**src/core/drsf_pkg.sv**
```systemverilog
/*
 Package for the decode result, status and fragmenter block: parameter
 defaults, status bit positions, fragment field layout and state codes.
 Assumes nothing beyond a SystemVerilog compiler.
*/
package drsf_pkg;
    // Multi-label settings
    localparam logic [7:0] DRSF_MIN_CODES_RST = 8'h00;
    localparam logic [7:0] DRSF_MAX_CODES_RST = 8'h01;
    localparam logic [7:0] DRSF_CODES_LIMIT = 8'h40;
    // Fragment settings
    localparam logic [7:0] DRSF_FRAG_LEN_RST = 8'h01;
    localparam logic [7:0] DRSF_FRAG_LEN_MAX = 8'h1C;
    localparam logic [7:0] DRSF_FRAG_LEN_MIN = 8'h01;
    localparam int DRSF_FRAG_NUM_LSB = 0;
    localparam int DRSF_FRAG_REM_LSB = 4;
    // Interlink separator, zero means none
    localparam logic [7:0] DRSF_SEP_NONE = 8'h00;
    // Status byte bit positions
    localparam int DRSF_ST_GATE = 0;
    localparam int DRSF_ST_NEW = 1;
    localparam int DRSF_ST_FAIL = 2;
    localparam int DRSF_ST_MORE = 3;
    localparam int DRSF_ST_OVFL = 4;
    localparam int DRSF_ST_TNEW = 5;
    localparam int DRSF_ST_TFAIL = 6;
    localparam int DRSF_ST_WACK = 7;
    localparam logic [7:0] DRSF_STATUS_RST = 8'h00;
    localparam logic [7:0] DRSF_PENDING_MAX = 8'hFF;
    // Completeness mode dependent on decoding
    localparam logic [7:0] DRSF_MODE_DECODE = 8'h01;

    typedef enum logic [1:0] {
        DRSF_IDLE = 2'b00,
        DRSF_SEND = 2'b01,
        DRSF_WAIT = 2'b10
    } drsf_state_t;
endpackage

```
**src/core/drsf_frag_if.sv**
```systemverilog
/*
 Interface carrying fragment setup and handshake between the top and the
 fragment sequencer. Assumes both ends share clk.
*/
`timescale 1ns/10ps
interface drsf_frag_if;
    logic start;
    logic abort;
    logic [7:0] total_len;
    logic [7:0] frag_len;
    logic ack;
    logic busy;
    logic [7:0] frag_info;
    logic [7:0] frag_size;
    logic [7:0] frag_offset;
    modport top (output start, abort, total_len, frag_len, ack,
                 input busy, frag_info, frag_size, frag_offset);
    modport seq (input start, abort, total_len, frag_len, ack,
                 output busy, frag_info, frag_size, frag_offset);
endinterface

```
**src/core/drsf_top.sv**
```systemverilog
/*
 Result handling of a code reader fieldbus front end: per-gate code counting,
 unfetched result counter, interlinking, fragmenting and the status byte.
 Assumes decoder events are one-cycle pulses synchronous to clk and that the
 controller raises frag_ack for one cycle per fetched fragment.
*/
`timescale 1ns/10ps
// Operation
// - Minimum codes per gate setting, 0 to 64, default 0
// - Maximum codes setting, default 1; gate ends early at that count
// - Minimum of zero is ignored entirely
// - Count within limits suppresses extra failed-read results
// - Report unfetched results as 8-bit count
// - Fragment length setting 1 to 28, default 1
// - Byte 0: fragment number low nibble, remaining fragments high nibble
// - Byte 1 fragment size equals configured length except last
// - Fragments advance one at a time under handshake
// - Interlinked mode merges all gate results into one
// - Separator inserted between merged results unless zero
// - Status bit 0 shows gate state
// - Bit 1 new result, bit 2 failed read
// - Bit 3 more buffered results, bit 4 buffers full
// - Bits 5 and 6 toggle on new result and failed read
// - Bit 7 set while waiting for acknowledgement
// - Gate, more, overflow, wait bits update immediately
// - Other flags describe the result being output
// - Init-value reset clears new-result and result-state bits
// - Data reset clears status except gate, overflow, wait and toggle bits
// - Data reset aborts fragment transfer
// - Decoding-dependent mode ends gate at configured count
module drsf_top
    import drsf_pkg::*;
#(
    parameter int LEN_W = 8 // Result length width
) (
    input wire logic clk, // 125 MHz clock
    input wire logic reset_n, // Async reset, active low
    input wire logic ce, // Clock enable
    input wire logic [7:0] min_codes, // Minimum codes per gate
    input wire logic [7:0] max_codes, // Maximum codes per gate
    input wire logic [7:0] gate_end_mode, // Completeness mode
    input wire logic [7:0] frag_len_cfg, // Fragment length
    input wire logic interlink_en, // Interlinked mode
    input wire logic [7:0] separator, // Separator character
    input wire logic gate_on, // Reading gate level
    input wire logic code_ok, // Pulse: distinct code decoded
    input wire logic [LEN_W-1:0] code_len, // Length with code_ok
    input wire logic gate_close, // Pulse: gate ended
    input wire logic buf_full, // Result buffers full
    input wire logic ack_wait, // Control awaiting ack
    input wire logic result_fetch, // Pulse: controller fetched result
    input wire logic frag_ack, // Pulse: fragment handshake
    input wire logic init_clear, // Pulse: input data to init value
    input wire logic data_reset, // Pulse: data reset
    output logic gate_end_req, // Pulse: end gate early
    output logic read_failed_indication, // Pulse: emit failed read
    output logic [7:0] pending_count, // Unfetched results
    output logic [7:0] status, // Decoder status byte
    output logic [7:0] frag_info, // Fragment number and remaining
    output logic [7:0] frag_size, // Current fragment size
    output logic [7:0] frag_offset, // Byte offset of fragment
    output logic [7:0] merged_len, // Output result length, merged when interlinked
    output logic frag_busy // Fragment transfer active
);
    logic rst_q1, rst_n_s;
    logic [7:0] gate_cnt, next_gate_cnt;
    logic [7:0] pend, next_pend;
    logic [7:0] mlen, next_mlen;
    logic mhas, next_mhas;
    logic new_res, next_new_res;
    logic fail_res, next_fail_res;
    logic tog_new, next_tog_new;
    logic tog_fail, next_tog_fail;
    logic end_req, next_end_req;
    logic nr_req, next_nr_req;
    drsf_state_t st, next_st;
    logic [7:0] min_eff, max_eff, flen_eff;
    logic in_range, emit, fail_emit, hit_max;
    logic [7:0] emit_len;
    drsf_frag_if fi ();

    // Two-stage reset release
    always_ff @(posedge clk or negedge reset_n) begin
        if (!reset_n) begin
            rst_q1 <= 1'b0;
            rst_n_s <= 1'b0;
        end else begin
            rst_q1 <= 1'b1;
            rst_n_s <= rst_q1;
        end
    end

    // Clamp settings to their documented ranges
    function automatic logic [7:0] clamp(input logic [7:0] v, input logic [7:0] lo,
                                        input logic [7:0] hi);
        clamp = (v < lo) ? lo : ((v > hi) ? hi : v);
    endfunction

    // Saturating add of one byte to another
    function automatic logic [7:0] sat_add(input logic [7:0] a, input logic [7:0] b);
        logic [8:0] s;
        s = {1'b0, a} + {1'b0, b};
        sat_add = s[8] ? 8'hFF : s[7:0];
    endfunction

    // Setting decode and gate-end evaluation
    always_comb begin
        min_eff = clamp(min_codes, 8'h00, DRSF_CODES_LIMIT);
        max_eff = clamp(max_codes, 8'h00, DRSF_CODES_LIMIT);
        flen_eff = clamp(frag_len_cfg, DRSF_FRAG_LEN_MIN, DRSF_FRAG_LEN_MAX);
        // Zero minimum drops the lower bound entirely
        in_range = ((min_eff == 8'h00) || (gate_cnt >= min_eff))
                   && (gate_cnt <= max_eff || max_eff == 8'h00);
        hit_max = code_ok && (max_eff != 8'h00)
                  && (gate_cnt + 8'h01 == max_eff);
        // A closing gate with nothing decoded, or below the minimum or above a nonzero maximum, fails
        fail_emit = gate_close && (gate_cnt == 8'h00 || !in_range);
        emit = interlink_en ? (gate_close && mhas) : code_ok;
        emit_len = interlink_en ? mlen : 8'(code_len);
    end

    // Gate counters, merge length and pending results
    always_comb begin
        next_gate_cnt = gate_cnt;
        next_mlen = mlen;
        next_mhas = mhas;
        next_pend = pend;
        next_end_req = 1'b0;
        next_nr_req = 1'b0;
        if (code_ok) begin
            next_gate_cnt = sat_add(gate_cnt, 8'h01);
            // Separator only between results, never before the first
            if (mhas && separator != DRSF_SEP_NONE) begin
                next_mlen = sat_add(sat_add(mlen, 8'h01), 8'(code_len));
            end else begin
                next_mlen = sat_add(mlen, 8'(code_len));
            end
            next_mhas = 1'b1;
            next_end_req = hit_max && (gate_end_mode == DRSF_MODE_DECODE);
        end
        if (gate_close) begin
            next_gate_cnt = 8'h00;
            next_mlen = 8'h00;
            next_mhas = 1'b0;
            next_nr_req = fail_emit;
        end
        // Counter saturates; a set and a fetch in the same cycle leave it unchanged
        if ((emit || fail_emit) && !result_fetch) begin
            next_pend = sat_add(pend, 8'h01);
        end else if (result_fetch && !(emit || fail_emit) && pend != 8'h00) begin
            next_pend = pend - 8'h01;
        end
        if (data_reset) begin
            next_pend = 8'h00;
            next_mlen = 8'h00;
            next_mhas = 1'b0;
            next_gate_cnt = 8'h00;
        end
    end

    // Level and toggle bits describing the output result
    always_comb begin
        next_new_res = new_res;
        next_fail_res = fail_res;
        next_tog_new = tog_new;
        next_tog_fail = tog_fail;
        if (init_clear || data_reset) begin
            next_new_res = 1'b0;
            next_fail_res = 1'b0;
        end
        // New output result overrides a clear in the same cycle
        if (emit) begin
            next_new_res = 1'b1;
            next_fail_res = 1'b0;
            next_tog_new = ~tog_new;
        end else if (fail_emit) begin
            next_new_res = 1'b1;
            next_fail_res = 1'b1;
            next_tog_new = ~tog_new;
            next_tog_fail = ~tog_fail;
        end
    end

    // Fragment session control
    always_comb begin
        next_st = st;
        case (st)
            DRSF_IDLE: begin
                if (emit && !data_reset) begin
                    next_st = DRSF_SEND;
                end
            end
            DRSF_SEND: begin
                next_st = DRSF_WAIT;
            end
            DRSF_WAIT: begin
                if (!fi.busy) begin
                    next_st = DRSF_IDLE;
                end
            end
            default: begin
                next_st = DRSF_IDLE;
            end
        endcase
        if (data_reset) begin
            next_st = DRSF_IDLE;
        end
    end

    always_ff @(posedge clk or negedge rst_n_s) begin
        if (!rst_n_s) begin
            gate_cnt <= 8'h00;
            mlen <= 8'h00;
            mhas <= 1'b0;
            pend <= 8'h00;
            new_res <= 1'b0;
            fail_res <= 1'b0;
            tog_new <= 1'b0;
            tog_fail <= 1'b0;
            end_req <= 1'b0;
            nr_req <= 1'b0;
            merged_len <= 8'h00;
            st <= DRSF_IDLE;
        end else if (ce) begin
            gate_cnt <= next_gate_cnt;
            mlen <= next_mlen;
            mhas <= next_mhas;
            pend <= next_pend;
            new_res <= next_new_res;
            fail_res <= next_fail_res;
            tog_new <= next_tog_new;
            tog_fail <= next_tog_fail;
            end_req <= next_end_req;
            nr_req <= next_nr_req;
            merged_len <= (emit && !data_reset) ? emit_len : (data_reset ? 8'h00 : merged_len);
            st <= next_st;
        end
    end

    // Fragment channel hookup
    assign fi.start = (st == DRSF_SEND);
    assign fi.abort = data_reset;
    assign fi.total_len = merged_len;
    assign fi.frag_len = flen_eff;
    assign fi.ack = frag_ack;

    drsf_frag_seq u_seq (
        .clk(clk),
        .rst_n(rst_n_s),
        .ce(ce),
        .fi(fi)
    );

    // Live bits come straight from their sources
    always_comb begin
        status = DRSF_STATUS_RST;
        status[DRSF_ST_GATE] = gate_on;
        status[DRSF_ST_NEW] = new_res;
        status[DRSF_ST_FAIL] = fail_res;
        status[DRSF_ST_MORE] = (pend > 8'h01);
        status[DRSF_ST_OVFL] = buf_full;
        status[DRSF_ST_TNEW] = tog_new;
        status[DRSF_ST_TFAIL] = tog_fail;
        status[DRSF_ST_WACK] = ack_wait;
    end

    assign pending_count = pend;
    assign gate_end_req = end_req;
    assign read_failed_indication = nr_req;
    assign frag_info = fi.frag_info;
    assign frag_size = fi.frag_size;
    assign frag_offset = fi.frag_offset;
    assign frag_busy = fi.busy;

    property p_tog_new;
        @(posedge clk) disable iff (!rst_n_s)
        (ce && emit) |=> (tog_new != $past(tog_new)) && new_res;
    endproperty
    a_tog_new: assert property (p_tog_new) else $error("New toggle missed");

    property p_fail_flag;
        @(posedge clk) disable iff (!rst_n_s)
        (ce && fail_emit && !emit) |=> fail_res && (tog_fail != $past(tog_fail));
    endproperty
    a_fail_flag: assert property (p_fail_flag) else $error("Failed read flag wrong");

    property p_dreset_keep;
        @(posedge clk) disable iff (!rst_n_s)
        (ce && data_reset && !emit && !fail_emit)
            |=> !new_res && !fail_res && pend == 8'h00 && $stable(tog_new) && $stable(tog_fail);
    endproperty
    a_dreset_keep: assert property (p_dreset_keep) else $error("Data reset wrong");

    property p_init_clear;
        @(posedge clk) disable iff (!rst_n_s)
        (ce && init_clear && !emit && !fail_emit) |=> !new_res && !fail_res && $stable(tog_new);
    endproperty
    a_init_clear: assert property (p_init_clear) else $error("Init clear wrong");

    property p_end_req;
        @(posedge clk) disable iff (!rst_n_s)
        (ce && hit_max && gate_end_mode == DRSF_MODE_DECODE) |=> gate_end_req;
    endproperty
    a_end_req: assert property (p_end_req) else $error("Gate end missed");

    property p_pend_up;
        @(posedge clk) disable iff (!rst_n_s)
        (ce && emit && !result_fetch && !data_reset && pend < 8'hFF)
            |=> pend == $past(pend) + 8'h01;
    endproperty
    a_pend_up: assert property (p_pend_up) else $error("Pending count wrong");

    property p_live_bits;
        @(posedge clk) disable iff (!rst_n_s)
        status[DRSF_ST_OVFL] == buf_full && status[DRSF_ST_WACK] == ack_wait
            && status[DRSF_ST_GATE] == gate_on;
    endproperty
    a_live_bits: assert property (p_live_bits) else $error("Live status bits lag");

    property p_abort;
        @(posedge clk) disable iff (!rst_n_s)
        (ce && data_reset) |=> !frag_busy && frag_info == 8'h00;
    endproperty
    a_abort: assert property (p_abort) else $error("Fragment not aborted");

    // A gate that ends inside its limits must not add a failed read
    property p_in_range_ok;
        @(posedge clk) disable iff (!rst_n_s)
        (ce && gate_close && gate_cnt != 8'h00 && in_range) |=> !read_failed_indication;
    endproperty
    a_in_range_ok: assert property (p_in_range_ok) else $error("Extra failed read");

    property p_pend_down;
        @(posedge clk) disable iff (!rst_n_s)
        (ce && result_fetch && !emit && !fail_emit && !data_reset && pend != 8'h00)
            |=> pend == $past(pend) - 8'h01;
    endproperty
    a_pend_down: assert property (p_pend_down) else $error("Fetch not counted");

    property p_frag_start;
        @(posedge clk) disable iff (!rst_n_s)
        (ce && st == DRSF_SEND && !data_reset) |=> frag_busy && frag_info[3:0] == 4'h0;
    endproperty
    a_frag_start: assert property (p_frag_start) else $error("Start wrong");
endmodule // drsf_top

```
**src/core/drsf_frag_seq.sv**
```systemverilog
/*
 Fragment sequencer: splits one result length into numbered fragments that
 advance on handshake. Assumes reset is already synchronised by the top.
*/
`timescale 1ns/10ps
module drsf_frag_seq
    import drsf_pkg::*;
(
    input wire logic clk, // System clock
    input wire logic rst_n, // Synchronised reset
    input wire logic ce, // Clock enable
    drsf_frag_if.seq fi // Fragment channel
);
    logic [3:0] num, next_num;
    logic [3:0] rem, next_rem;
    logic [7:0] size, next_size;
    logic [7:0] left, next_left;
    logic [7:0] off, next_off;
    logic busy, next_busy;

    function automatic logic [7:0] min8(input logic [7:0] a, input logic [7:0] b);
        min8 = (a < b) ? a : b;
    endfunction

    // Fragments left after the first for a length, counting at least one fragment, at most 15
    function automatic logic [3:0] nfrag(input logic [7:0] len, input logic [7:0] fl);
        logic [8:0] q;
        q = 9'h000;
        if (fl != 8'h00) begin
            q = 9'((len + fl - 9'h001) / fl);
        end
        if (q == 9'h000) begin
            q = 9'h001;
        end
        nfrag = (q > 9'h010) ? 4'hF : 4'(q - 9'h001);
    endfunction

    // Next fragment state; fields move together, except the ack on the last fragment, which only clears busy
    always_comb begin
        next_num = num;
        next_rem = rem;
        next_size = size;
        next_left = left;
        next_off = off;
        next_busy = busy;
        if (fi.abort) begin
            next_num = 4'h0;
            next_rem = 4'h0;
            next_size = 8'h00;
            next_left = 8'h00;
            next_off = 8'h00;
            next_busy = 1'b0;
        end else if (fi.start && !busy) begin
            next_num = 4'h0;
            next_rem = nfrag(fi.total_len, fi.frag_len);
            next_size = min8(fi.total_len, fi.frag_len);
            next_left = fi.total_len - min8(fi.total_len, fi.frag_len);
            next_off = 8'h00;
            next_busy = 1'b1;
        end else if (fi.ack && busy) begin
            if (rem == 4'h0) begin
                next_busy = 1'b0;
            end else begin
                next_num = num + 4'h1;
                next_rem = rem - 4'h1;
                next_off = off + size;
                next_size = min8(left, fi.frag_len);
                next_left = left - min8(left, fi.frag_len);
            end
        end
    end

    always_ff @(posedge clk or negedge rst_n) begin
        if (!rst_n) begin
            num <= 4'h0;
            rem <= 4'h0;
            size <= 8'h00;
            left <= 8'h00;
            off <= 8'h00;
            busy <= 1'b0;
        end else if (ce) begin
            num <= next_num;
            rem <= next_rem;
            size <= next_size;
            left <= next_left;
            off <= next_off;
            busy <= next_busy;
        end
    end

    assign fi.frag_info = {rem, num};
    assign fi.frag_size = size;
    assign fi.frag_offset = off;
    assign fi.busy = busy;

    property p_frag_step;
        @(posedge clk) disable iff (!rst_n)
        (ce && busy && fi.ack && !fi.abort && rem != 4'h0)
            |=> (num == $past(num) + 4'h1) && (rem == $past(rem) - 4'h1);
    endproperty
    a_frag_step: assert property (p_frag_step) else $error("Fragment step wrong");

    property p_frag_hold;
        @(posedge clk) disable iff (!rst_n)
        (ce && busy && !fi.ack && !fi.abort) |=> $stable(fi.frag_info) && $stable(size);
    endproperty
    a_frag_hold: assert property (p_frag_hold) else $error("Fragment moved without ack");
endmodule // drsf_frag_seq

```
**config.mk**
```make
export PLATFORM = sky130hd
export DESIGN_NAME = drsf_top
export DESIGN_NICKNAME = d
export VERILOG_FILES = /design/src/core/drsf_pkg.sv /design/src/core/drsf_frag_if.sv /design/src/core/drsf_top.sv /design/src/core/drsf_frag_seq.sv
export SDC_FILE = /design/constraint.sdc
export NUM_CORES = 1
export LEC_CHECK = 0
export BUFFER_PORTS_ARGS = -buffer_cell sky130_fd_sc_hd__buf_2
export CORE_ASPECT_RATIO = 1.4
export CORE_MARGIN = 10
export CORE_UTILIZATION = 50
export DETAILED_ROUTE_END_ITERATION = 10
export PLACE_DENSITY_LB_ADDON = 0.12
export SLEW_MARGIN = 20
export SYNTH_ARGS = -nofsm -noshare
export SYNTH_HDL_FRONTEND = slang
export SYNTH_SLANG_ARGS = --single-unit
```
**constraint.sdc**
```tcl
create_clock -name clk -period 2.6 [get_ports clk]
set_input_delay 0.26 -clock clk [delete_from_list [all_inputs] [get_ports clk]]
set_output_delay 0.26 -clock clk [all_outputs]
set_load 0.01 [all_outputs]
```
==> results.txt <==
The run finished, with violations left. The checks that failed: negative setup slack. STA classifies the critical path startpoint as a primary input.

The clock passes through at most 2 buffers. Of the synthesized area, sequential elements account for 20.50%. The initial utilization of the core area, before any placement, comes to 51.14%. For the worst setup path, the data required time is 2.83 ns. TritonCTS built the clock tree.

For this design the total switching power over the nets is 7127 µW. The largest total area in the synthesized netlist belongs to sky130_fd_sc_hd__dfrtp_1. The die covers 0.02448 mm².

The synthesized-area fraction occupied by adder cells is 20.04%, and the post-layout minimum cycle time is 14.05 ns. The largest vdd supply drop was 0.0007869 V; the number of clock sinks seen by CTS was 76. Endpoint type of the worst setup path: a flop. Detailed-route via count: 10880. The tools report the part of the total power dissipated in sequential elements as 10.0%. After global routing the overflow that remains totals 0. The setup check on the worst reg-to-reg path leaves a slack of -11.41 ns. Setup violations remaining at the end of the flow were counted as 21. In the synthesized netlist the dominant register cell turns out to be sky130_fd_sc_hd__dfrtp_1. After synthesis, the netlist uses 86 different library cells. The run gives 0.001907 mm² as the storage element area.

The net count of the finished layout is 1846. The first global-routing pass estimated 52280 µm of wire. Of the total synthesized cell area, the portion taken by XOR and XNOR cells is 5.745%. Final HPWL from detailed placement: 24270 µm. The non-filler instance count after layout was 1885; the delay of the slowest cell on the worst path was 0.37 ns. The clock tree synthesis step divided the H-tree into 3 levels. The standby leakage power is 0.007118 µW. The synthesis-to-layout area growth is 57.65%, and the worst relative slew slack is 31.75%. Final-report hold violation count: 0. The worst hold path begins at init_clear. Via count of the first global-routing pass: 11160.

Before CTS, the worst setup slack after placement is -12.17 ns. The number of flops mapped to enable cells by yosys came out at 0. The number of iterations in the first detailed-routing pass was 5. The number of cell rows was 58; the number of antenna violations at the first check in global routing was 0.

The cell count of the worst hold path works out to 4. The max capacitance violation total was 0. The synthesized instance count was 1152; the synthesized-area fraction occupied by ao, oa, aoi and oai cells was 25.66%. The latest clock arrival within the worst-skew pair was 0.34 ns. Setup repair after global routing could not meet its margin everywhere. Entering global routing, the biggest net connects 75 pins. The capture point of the worst reg-to-reg path is u_seq.rem[3]. By area, the combinational part of the netlist is dominated by compound AO/OA/AOI/OAI gates.

Power spread over the standard cell area amounts to 1123 mW/mm². The simple-gate portion of the synthesized area is 18.81%, and the timing-limited maximum frequency is 71.17 MHz. The tools report the top-level I/O count as 112. Counting the buffers created by CTS gives 9.

The hold slack is 0.2142 ns. The number of antenna diodes in the final layout is 0. The period utilization works out to 540.4%. Of the post-synthesis cell area, the dominant cell type holds 20.50%. The floorplan step set the die height to 181.2 µm. The tools report the number of pins with negative max-slew slack in the final report as 0.

In the post-synthesis netlist, the biggest area contributors are sky130_fd_sc_hd__dfrtp_1 (20%), sky130_fd_sc_hd__ha_1 (19%), sky130_fd_sc_hd__nand2_1 (5.1%). The total wirelength of the detailed-routed design came out at 34280 µm. The mapped netlist covers 0.009278 mm². In this run the tool buffered the top-level ports with 105 buffer cells.

The mux contribution to synthesized area was 3.830%. The most numerous cell type found on the critical path is sky130_fd_sc_hd__ha_4. The count of fill cells added during filler insertion came out at 1216.

Cells with a size suffix above 1 make up 44.44% of the layout. By count the netlist is led by sky130_fd_sc_hd__ha_1 (139), sky130_fd_sc_hd__nand2_1 (125), sky130_fd_sc_hd__o21ai_0 (89). The CTS root buffer was sky130_fd_sc_hd__clkbuf_16.

At the pin with the least slew margin, the transition time is 1.024 ns. The run gives 0.008250 mm² as the area taken by multi-input logic gates. The minimum setup slack in the final design is -11.45 ns. The largest driver fanout on the critical path is 8. Clock-pin slew was measured on the worst setup and hold paths at 0.06 ns.

The run gives 0 as the final antenna-violating net count. For hold timing, the worst endpoint is new_res. The class of the most critical setup path is in2reg. Including well taps, the total number of placed cells is 1775. In this run the worst hold path is classified as in2reg. For this block, the initial DRC count from the detailed router was 530. After routing, the total negative slack on setup checks comes to -54.73 ns.

The slowest stage of the critical path belongs to the cell sky130_fd_sc_hd__or3_4. Counting cells, the worst reg-to-reg path comes to 66. Global routing used 25.66% of the available tracks across all layers. The internal power came out at 9303 µW. In the synthesized netlist the async set-or-reset flop fraction comes to 100.0%. Data arrives at the worst endpoint at 14.28 ns. Routability-driven placement finished with a final weighted congestion of 0.9078. The startpoint identified for the worst register-to-register timing path is merged_len[3]. The width of the chip was 135.1 µm.

Of the total power, combinational logic draws 82.7%. For this run, the number of Yosys warnings is 0. The worst clock skew on the final layout was 0.01014 ns; the standard cell core area was 0.01814 mm². The run gives 7.3% as the clock group share of total power. The number of storage elements in the synthesis netlist came out at 76. The number of vias per cell was 5.770; the switching power as a share of total power was 43.38%. The number of remaining DRC errors was 0; the average footprint of a synthesized cell was 8.054 µm².

Yosys instantiated no cell more often than sky130_fd_sc_hd__ha_1. In the final routed layout, each cell accounts on average for 18.18 µm.
how the worst max path moves through the flow:
stage               slack, ns      endpoint  cells after the start             from
floorplan              -11.28  u_seq.rem[3]                     67  frag_len_cfg[2]
global placement       -11.79  u_seq.rem[3]                     70  frag_len_cfg[6]
detailed placement     -12.17  u_seq.rem[3]                     72  frag_len_cfg[6]
CTS                    -11.17  u_seq.rem[3]                     66    merged_len[6]
global route           -11.96  u_seq.rem[3]                     69  frag_len_cfg[5]
finish                 -11.45  u_seq.rem[3]                     69  frag_len_cfg[5]
kinds of logic after synthesis:
family / count (synthesis)
buffers and inverters: 124
muxes: 33
xor gates and xnor gates: 60
and+or+nand+nor: 355
DFF: 76
other: 1
adders and majority gates: 145
AOI/OAI and AO/OA: 358
layer usage:
metal | wire length (µm) | part of all wire (%) | GRT usage (%) | up-vias
li1 | - | - | - | 5184
met1 | 12440 | 36 | 26.02 | 5180
met2 | 18460 | 54 | 48.42 | 369
met3 | 1373 | 4.0 | 3.831 | 143
met4 | 2006 | 5.9 | 13.69 | 0
met5 | 0 | 0 | 0 | -
layout make-up:
cell class,instances,area share (%)
clock buffer,9,1.540
clock inverter,7,0.3935
inverter,90,2.464
multi-input combinational,972,56.41
sequential,76,13.04
tap,240,2.053
timing repair buffer,491,24.11
critical path: cells and delay by family:
kind                     cells  cell delay, ns
AND/OR/NAND/NOR             15            3.32
buffers and inverters        7            0.73
multiplexers                 3            1.00
adder cells (fa/ha/maj)     12            3.10
AO/OA/AOI/OAI               31            5.78
XOR/XNOR                     1            0.09
repair_timing:
action                                  in CTS  in global routing
pin swaps                                   71                102
hold buffers                                 1                  0
endpoints found under the setup margin      30                 36
resized for setup                           81                139
setup buffers                               79                 22
endpoints found under the hold margin        2                  0
placed cells by master, fill, tap and decap left out, types with 21 or more instances in the layout:
cell type                 Yosys  routed
sky130_fd_sc_hd__nand2_1    125     123
sky130_fd_sc_hd__a21o_1      21      21
sky130_fd_sc_hd__o21ai_0     89      55
sky130_fd_sc_hd__inv_1       87      68
sky130_fd_sc_hd__ha_1       139      98
sky130_fd_sc_hd__nor2_1      61      50
sky130_fd_sc_hd__buf_2        1     102
sky130_fd_sc_hd__nor3_1      29      24
sky130_fd_sc_hd__conb_1       1      21
sky130_fd_sc_hd__ha_4         0      32
sky130_fd_sc_hd__o21ai_1      4      22
sky130_fd_sc_hd__a21oi_2      0      26
sky130_fd_sc_hd__dfrtp_1     76      74
sky130_fd_sc_hd__xnor2_1     40      38
sky130_fd_sc_hd__a21oi_1     72      44
sky130_fd_sc_hd__buf_4        7     369
sky130_fd_sc_hd__nand3_1     29      27
metrics by stage:
step | util, % | total power [µW] | area (µm²)
floorplan | - | 7620 | 9806
global placement | 69.61 | 11370 | 12630
detailed placement | 69.61 | 11600 | 12630
CTS | 76.28 | 14590 | 13840
global route | 80.62 | 17570 | 14630
finish | 80.62 | 16430 | 14630
power groups by stage:
stage,Clock (µW),Sequential [µW],Combinational [µW]
after floorplan,0,1680,5940
after global placement,0,1640,9730
after detailed placement,0,1650,9960
after CTS,1230,1630,11700
after global routing,1280,1670,14600
final,1210,1640,13600
state kept, by name, summed over array words and instances, names as in the netlist, 2 cells and up:
| name | flops |
|---|---|
| u_seq.fi.frag_size | 8 |
| u_seq.num | 4 |
| st | 2 |
| merged_len | 8 |
| u_seq.left | 8 |
| pending_count | 8 |
| gate_cnt | 8 |
| u_seq.rem | 4 |
| mlen | 8 |
| u_seq.fi.frag_offset | 8 |
(Power assumes the default switching activity.)
